===== src/rxps_pkg.sv =====
package rxps_pkg;
  localparam int NUM_PORTS = 4;
  localparam logic [7:0] STATUS_ONE_OFFSET = 8'h4d;
  localparam logic [7:0] STATUS_ONE_RESET = 8'h00;
  localparam int PORT_NUM_LSB = 6;
  localparam int CRC_FLAG_BIT = 5;
  localparam int LOCK_CHG_BIT = 4;
  localparam int CTRL_ERR_BIT = 3;
  localparam int PARITY_BIT = 2;
  localparam int PASS_BIT = 1;
  localparam int LOCKED_BIT = 0;

  // Per-port event and level inputs from the receiver side
  typedef struct packed {
    logic crc_error;
    logic sequence_error;
    logic any_ctrl_error;
    logic parity_over_limit;
    logic parity_counter_clear;
    logic detail_read;
    logic pass;
    logic locked;
  } rxps_port_in_t;
endpackage


===== src/rxps_status_one.sv =====
`timescale 1ns/1ns
// Functional notes
// - One status copy per port, selected readback
// - Bits 7:6 return selected read port
// - Bit 5 CRC error sticky, clear on read
// - Bit 4 lock change sticky, clear on read
// - Bit 3 sequence error, clear on read
// - Enhanced mode: bit 3 cleared by detail read
// - Bit 2 set when parity exceeds limit
// - Bit 2 cleared only by counter clear
// - Bit 1 shows live pass indication
// - Bit 0 shows live lock state
module rxps_status_one #(
  parameter int PORTS = rxps_pkg::NUM_PORTS
) (
  input wire logic CLK,
  input wire logic SYS_RST,
  input wire logic CE,
  input wire logic [1:0] READ_PORT,
  input wire logic READ_STROBE,
  input wire logic ENH_CTRL_ERR_EN,
  input wire rxps_pkg::rxps_port_in_t [PORTS-1:0] PORT_IN,
  output logic [7:0] READ_DATA
);
  // Receiver levels come from another domain; two flops before use
  logic [PORTS-1:0] lock_s1_reg, lock_s2_reg, lock_prev_reg;
  logic [PORTS-1:0] pass_s1_reg, pass_s2_reg;
  logic [PORTS-1:0] crc_reg, lchg_reg, seq_reg, par_reg;
  logic [PORTS-1:0] crc_next, lchg_next, seq_next, par_next;
  logic [PORTS-1:0] rd_hit, lock_edge, ctrl_set, ctrl_clr;
  logic [7:0] read_next;
  // Named picks of the selected copy; only the chosen port is visible to the host
  logic sel_crc, sel_lchg, sel_ctrl, sel_par, sel_pass, sel_lock;

  genvar g;
  generate
    for (g = 0; g < PORTS; g++) begin : g_port
      assign rd_hit[g] = READ_STROBE && (READ_PORT == 2'(g));
      assign lock_edge[g] = lock_s2_reg[g] ^ lock_prev_reg[g];
      assign ctrl_set[g] = ENH_CTRL_ERR_EN ? PORT_IN[g].any_ctrl_error : PORT_IN[g].sequence_error;
      // Enhanced mode ignores reads of this register for bit 3
      assign ctrl_clr[g] = ENH_CTRL_ERR_EN ? PORT_IN[g].detail_read : rd_hit[g];
      // Set wins over clear in every flag
      assign crc_next[g] = PORT_IN[g].crc_error | (crc_reg[g] & ~rd_hit[g]);
      assign lchg_next[g] = lock_edge[g] | (lchg_reg[g] & ~rd_hit[g]);
      assign seq_next[g] = ctrl_set[g] | (seq_reg[g] & ~ctrl_clr[g]);
      assign par_next[g] = PORT_IN[g].parity_over_limit |
                           (par_reg[g] & ~PORT_IN[g].parity_counter_clear);
    end
  endgenerate

  assign sel_crc = crc_reg[READ_PORT];
  assign sel_lchg = lchg_reg[READ_PORT];
  assign sel_ctrl = seq_reg[READ_PORT];
  assign sel_par = par_reg[READ_PORT];
  // Live bits are the synchronised levels, so they trail the pins by two cycles
  assign sel_pass = pass_s2_reg[READ_PORT];
  assign sel_lock = lock_s2_reg[READ_PORT];
  assign read_next = {READ_PORT, sel_crc, sel_lchg, sel_ctrl, sel_par, sel_pass, sel_lock};

  always_ff @(posedge CLK or posedge SYS_RST) begin
    if (SYS_RST) begin
      lock_s1_reg <= '0;
      lock_s2_reg <= '0;
      lock_prev_reg <= '0;
      pass_s1_reg <= '0;
      pass_s2_reg <= '0;
    end else if (CE) begin
      for (int i = 0; i < PORTS; i++) begin
        lock_s1_reg[i] <= PORT_IN[i].locked;
        pass_s1_reg[i] <= PORT_IN[i].pass;
      end
      lock_s2_reg <= lock_s1_reg;
      pass_s2_reg <= pass_s1_reg;
      lock_prev_reg <= lock_s2_reg;
    end
  end

  always_ff @(posedge CLK or posedge SYS_RST) begin
    if (SYS_RST) begin
      crc_reg <= '0;
      lchg_reg <= '0;
      seq_reg <= '0;
      par_reg <= '0;
      READ_DATA <= rxps_pkg::STATUS_ONE_RESET;
    end else if (CE) begin
      crc_reg <= crc_next;
      lchg_reg <= lchg_next;
      seq_reg <= seq_next;
      par_reg <= par_next;
      // Data reflects the flags before the read clears them
      READ_DATA <= read_next;
    end
  end
endmodule


===== config.mk =====
export PLATFORM = sky130hd
export DESIGN_NAME = rxps_status_one
export DESIGN_NICKNAME = d
export VERILOG_FILES = /design/src/rxps_pkg.sv /design/src/rxps_status_one.sv
export SDC_FILE = /design/constraint.sdc
export NUM_CORES = 1
export LEC_CHECK = 0
export BUFFER_PORTS_ARGS = -buffer_cell sky130_fd_sc_hd__buf_4
export CORE_MARGIN = 5
export CORE_UTILIZATION = 50
export CTS_CLUSTER_SIZE = 24
export DETAILED_ROUTE_END_ITERATION = 10
export GPL_TIMING_DRIVEN = 0
export PLACE_DENSITY = 0.8
export SYNTH_ARGS = -nofsm -noshare
export SYNTH_HDL_FRONTEND = slang
export SYNTH_SLANG_ARGS = --single-unit
export TNS_END_PERCENT = 1

===== constraint.sdc =====
create_clock -name CLK -period 2.8 [get_ports CLK]
set_input_delay 0.56 -clock CLK [delete_from_list [all_inputs] [get_ports CLK]]
set_output_delay 0.56 -clock CLK [all_outputs]
set_load 0.005 [all_outputs]

==> metrics.cfg, run 1 <==
[outcome]
outcome=finished clean

[timing]
worst_slew_pin_slew_ns=0.8942
finalCritPeriodShare_pct=49.22
timing.final.crit_period_ns=1.378
final.setup.tns_ns=0
setup-violations-final=0
clock-skew-final_ns=0.004956
slew_headroom_pct=40.30
rsz0062_at_grt=no
fmax_ghz=0.7256
total_count_of_max_transition_violations_in_the_final_report=0
hold_viol=0

[clock_network]
cts_tree=built
cts_max_path_buffers=2
worst_skew_pair.late_latency_ns=0.29
cts_resized=0
postCtsSetupBuffers=0
numClockSinks=44
clock-root-buffer=clkbuf_8
cts.clk_slew.worst_paths_ns=0.08
htreeDepth=2
tritoncts.num_buffers=5
cts_hold_repair.buffers=0

[cells_and_area]
num-nets-final=246
stdcell_count=258
layout-area-overhead-vs-synth_pct=26.17
finish.utilization_pct=63.97
largest_reg_by_ff_count=READ_DATA
antenna_cells_inserted=0
largest_reg_flops=8
finished_layout_cell_area_um2=2504
proportion_of_layout_cells_with_a_drive_suffix_above_1_pct=43.75

[die]
die_w_um=73
floorplan.die_area_um2=5329
die_h_um=73
initial_core_utilization_pct=50.70
core_area_um2=3914
core.rowCount=23
pin_count=47

[synthesis]
synth_seq_cells=44
synthDistinctLibCells=24
yosysTopAreaCell=dfrtp_1
synthCells=156
synth.cell_area_um2=1984
ys_top_cells_by_area=dfrtp_1, mux2_2, a22o_1, mux2i_1, nand2_1
synth_top_area_share_pct=55.49
synth.net_count=195
ys_seq_area_share_pct=55.49
syn_avg_cell_area_um2=12.72
yosys_warnings=0

[setup_path]
worstPathMaxFanout=2
critical_path_required_ns=2.24
setup.worst_path.start_class=flip-flop
largest_delay_share_family_worst_path=flip-flops
worstReg2RegStart=lock_s2_reg[2]
master_of_the_slowest_instance_on_the_critical_path=dfrtp_1
criticalPathCategory=flip-flop to output port
worstReg2RegEnd=READ_DATA[0]
ff2ff_setup_slack_ns=1.78
reg2regPathDepth=3
crit_path_end_kind=output port
worst_ep_arrival_time_ns=0.82
path_cells=buf_4
cp_slowest_stage_delay_ns=0.39
worstPathBufferInverterCount=1

[power]
vdd_ir_drop_max_uv=441.7
cellLeakagePower_nw=1.158
total_power_mw=1.564
pwr_density_cell_nw_per_um2=624.7

[routing]
detailroute.via_count=1400
drt_first_pass_iters=4
detail_route.wirelength_um=4384
remaining_drc_errors=0
routed_wire_length_per_instance_um=16.99
iteration_0_drc_count_of_the_detailed_router=123
postRouteAntennaNets=0
drt-vias-per-instance=5.426

[placed_design]
detailed_place.area_um2=2377
gpl.final_weighted_congestion=0.8227
portBuffers=44
place.detailed.instances=250
post-dp-hpwl_um=3258

[global_route]
grt_remaining_overflow=0
track_usage_pct=17.68
grt_antenna_before_repair=0
vias_in_the_first_global_route=1532
grt_pass1_wl_um=7334
grt_start_max_net_pins=45

[hold_path]
timing.hold.worst.class=primary input to asynchronous set/reset pin

[run]
timing.max_cap.violations=0

## stage by stage
step | setup WS, ns | hold slack, ns
2_1_floorplan | 1.209 | 0.4603
3_3_place_gp | 0.7784 | 0.4776
3_5_place_dp | 1.311 | 0.4891
4_1_cts | 1.420 | 0.4949
5_1_grt | 1.390 | 0.4889
6_report | 1.422 | 0.4655
## synth_stat cells
master     n
a22o_1    12
nand3_1    3
buf_6      1
o21ai_0    1
a21oi_1    2
nand4b_1   1
nand2_1   15
and2b_1    1
nor2_1     3
mux2i_1    8
buf_12     1
inv_1      8
nand4_1    1
a21o_1     2
o211ai_1   2
o221ai_1   6
nor2b_1    2
dfrtp_1   44
xor2_1     4
mux2_2    29
nand3b_1   1
buf_2      6
buf_4      1
a22oi_1    2
## placed cells by master, fill, tap and decap left out
master	instances
nor2b_1	2
mux2i_1	8
buf_12	1
buf_6	1
clkbuf_8	7
xor2_1	4
o221ai_1	6
nand2_1	15
a22o_1	12
mux2_2	29
buf_2	6
bufinv_16	1
o21ai_0	1
nand3_1	3
a21oi_1	2
a22oi_1	2
nand4b_1	1
a21o_1	2
buf_4	45
and2b_1	1
nor2_1	3
dfrtp_1	44
inv_1	7
o211ai_1	2
nand4_1	1
nand3b_1	1
inv_2	1
## worst max path at each step
| stage | start | to | slack [ns] | depth (start not counted) |
|---|---|---|---|---|
| CTS | READ_DATA[0] | READ_DATA[0] | 1.42 | 1 |
| floorplan | SYS_RST | READ_DATA[0] | 1.21 | 1 |
| global route | READ_DATA[7] | READ_DATA[7] | 1.39 | 1 |
| detailed placement | READ_PORT[0] | lchg_reg[0] | 1.31 | 4 |
| finish | READ_DATA[4] | READ_DATA[4] | 1.42 | 1 |
| global placement | SYS_RST | READ_DATA[3] | 0.78 | 2 |
## power breakdown
part           internal [mW]  total, mW  leakage [nW]  switching (mW)
logic                  0.160      0.267         0.601           0.106
registers              0.722      0.778         0.493          0.0555
clock network          0.315      0.519        0.0645           0.205
## cell families (layout without fill, tap and decap cells)
family	Yosys count	after routing	synth area share [%]
AOI/OAI and AO/OA	27	27	10.97
xor gates and xnor gates	4	4	1.765
buffers and inverters	17	69	4.981
DFF	44	44	55.49
muxes	37	37	20.49
and+or+nand+nor	27	27	6.305
## metal layers
metal | routed length (µm) | GRT usage (%) | part of all wire, % | vias to the layer above
li1 | - | - | - | 663
met1 | 1771 | 22.13 | 40 | 683
met2 | 2272 | 30.49 | 52 | 50
met3 | 297 | 4.270 | 6.8 | 4
met4 | 42 | 4.508 | 0.96 | 0
met5 | 0 | 0 | 0 | -
## layout make-up
type	count	area, µm²
fillers	332	1410
plain buffers	9	68.82
clock inverters	1	30.03
repair buffers	44	330.3
well taps	50	62.56
flip-flops and latches	44	1101
multi-input cells	95	784.5
inverters	8	30.03
clock buffers	7	96.34
(Power assumes the default switching activity.)
==> run 2: changes to the inputs <==
--- a/config.mk
+++ b/config.mk
@@ -5,9 +5,10 @@
 export SDC_FILE = /design/constraint.sdc
 export NUM_CORES = 1
 export LEC_CHECK = 0
+export ABC_AREA = 1
 export BUFFER_PORTS_ARGS = -buffer_cell sky130_fd_sc_hd__buf_4
 export CORE_MARGIN = 5
-export CORE_UTILIZATION = 50
+export CORE_UTILIZATION = 48
 export CTS_CLUSTER_SIZE = 24
 export DETAILED_ROUTE_END_ITERATION = 10
 export GPL_TIMING_DRIVEN = 0
==> constraint.sdc (replaced) <==
create_clock -name CLK -period 1.2 [get_ports CLK]
set_input_delay 0.24 -clock CLK [delete_from_list [all_inputs] [get_ports CLK]]
set_output_delay 0.24 -clock CLK [all_outputs]
set_load 0.005 [all_outputs]
==> metrics.cfg, run 2 <==
[routing]
detail_route.wirelength_um=4854
detailroute.via_count=1839
remaining_drc_errors=0
drt_first_pass_iters=4
postRouteAntennaNets=0
drt-vias-per-instance=4.930
iteration_0_drc_count_of_the_detailed_router=131
routed_wire_length_per_instance_um=13.01

[setup_path]
cp_slowest_stage_delay_ns=0.40
setup.worst_path.start_class=flip-flop
master_of_the_slowest_instance_on_the_critical_path=dfrtp_1
ff2ff_setup_slack_ns=0.34
worst_ep_arrival_time_ns=0.83
criticalPathCategory=flip-flop to output port
largest_delay_share_family_worst_path=flip-flops
crit_path_end_kind=output port
path_cells=buf_4
worstPathBufferInverterCount=1
worstPathMaxFanout=2
critical_path_required_ns=0.96

[synthesis]
synth-edff-count=0
ys_seq_area_share_pct=53.76
synth_seq_cells=44
yosys_warnings=0
synth.cell_area_um2=2048
synth_flop_cell=dfrtp_1
yosysTopAreaCell=dfrtp_1
synth_top_area_share_pct=53.76
syn_avg_cell_area_um2=7.586
yosys.cell_count.top_type=nand2_1
synthCells=270
netlist_top_cells_count=nand2_1, dfrtp_1, o21ai_0
synthDistinctLibCells=15
synth.net_count=309
synthArstFlopShare_pct=100.0
ys_top_cells_by_area=dfrtp_1, nand2_1, o21ai_0, nor2_1, inv_1

[global_route]
grt_pass1_wl_um=8238
grt_start_max_net_pins=45
track_usage_pct=19.31
grt_antenna_before_repair=0
grt_remaining_overflow=0
vias_in_the_first_global_route=1839

[placed_design]
post-dp-hpwl_um=3433
gpl.final_weighted_congestion=0.8049
portBuffers=45
pre_cts_slack_ns=0.0007045

[die]
core.rowCount=23
initial_core_utilization_pct=50.48
floorplan.die_area_um2=5674
pin_count=47
die_w_um=75.33
core_area_um2=4058
die_h_um=75.33

[timing]
total_count_of_max_transition_violations_in_the_final_report=0
timing.final.crit_period_ns=1.073
worst_slew_pin_slew_ns=0.9156
fmax_ghz=0.9317
finalCritPeriodShare_pct=89.44
postLayoutSetupSlackWorst_ns=0.1267
clock-skew-final_ns=0.004350
final_hold_slack_ns=0.1249
slew_headroom_pct=38.83
setup-violations-final=0
final.setup.tns_ns=0
hold_viol=0
rsz0062_at_grt=no

[clock_network]
cts_resized=0
cts_hold_repair.buffers=0
tritoncts.num_buffers=5
htreeDepth=2
postCtsSetupBuffers=0
clock-root-buffer=clkbuf_8
cts.clk_slew.worst_paths_ns=0.08
numClockSinks=44
worst_skew_pair.late_latency_ns=0.29
cts_tree=built
cts_max_path_buffers=2

[cells_and_area]
most_frequent_cells_in_the_layout=nand2_1, buf_4, dfrtp_1
num-nets-final=361
antenna_cells_inserted=0
largest_reg_flops=8
proportion_of_layout_cells_with_a_drive_suffix_above_1_pct=20.43
layout_commonest_cell=nand2_1
largest_reg_by_ff_count=READ_DATA
layout-area-overhead-vs-synth_pct=24.98

[power]
p_seq_share_pct=50.5
pwr_density_cell_nw_per_um2=1350
power_frac_clock_pct=32.2
power.internal_mw=2.544
power_switching_uw=913.5
share_of_power_burned_in_combinational_logic_pct=17.3
vdd_ir_drop_max_uv=632.0
power_switching_share_pct=26.42
cellLeakagePower_nw=1.362
total_power_mw=3.457

[hold_path]
timing.hold.worst.class=primary input to asynchronous set/reset pin

[run]
timing.max_cap.violations=0

[outcome]
outcome=finished clean

## run 2: cell count changes in the layout (fill, tap and decap cells not counted), sizes merged, moves of 8 or more
cell / change
nor2: +13
o21ai: +33
mux2: -29
a22o: -8
mux2i: -8
inv: +8
nand2: +119
## run 2: metrics by stage
step	cells	util, %	area [µm²]
2_1_floorplan	270	-	2052
3_3_place_gp	365	60.44	2452
3_5_place_dp	365	60.44	2452
4_1_cts	373	63.09	2560
5_1_grt	373	63.09	2560
6_report	373	63.09	2560
## run 2: final cells by class
type	instances	area, µm²
sequential	44	1101
clock inverter	2	35.03
inverter	17	67.56
clock buffer	6	72.57
multi-input combinational	196	813.3
tap	50	62.56
fill	374	1498
timing repair buffer	45	337.8
buffer	13	70.07
## run 2: metal layers
metal | vias to the layer above | part of all wire (%) | track usage [%]
met5 | - | 0 | 0
met4 | 0 | 1.2 | 6.019
met3 | 7 | 7.9 | 6.332
met2 | 51 | 46 | 30.87
met1 | 845 | 45 | 25.02
li1 | 936 | - | -
## run 2: power by group through the flow
stage          registers, mW  logic [mW]  clock network [mW]
2_1_floorplan           1.75       0.353                   0
3_3_place_gp            1.77       0.585                   0
3_5_place_dp            1.77       0.602                   0
4_1_cts                 1.74       0.604                1.13
5_1_grt                 1.77       0.700                1.18
6_report                1.74       0.598                1.11
## run 2: logic make-up after synthesis
group	share of synthesized area, %
AND/OR/NAND/NOR	28.71
buffers and inverters	6.536
AO/OA/AOI/OAI	11.00
flip-flops	53.76
## run 2: worst paths after layout
path | start | endpoint | cells after the start
worst max-delay path | READ_DATA[3] | READ_DATA[3] | 1
worst min-delay path | SYS_RST | par_reg[1] | 2
worst min register to register | seq_reg[2] | seq_reg[2] | 2
worst max register to register | lock_s2_reg[1] | lchg_reg[1] | 4
min in group CLK | PORT_IN[7] | crc_reg[0] | 3
max in group asynchronous | SYS_RST | pass_s1_reg[1] | 2
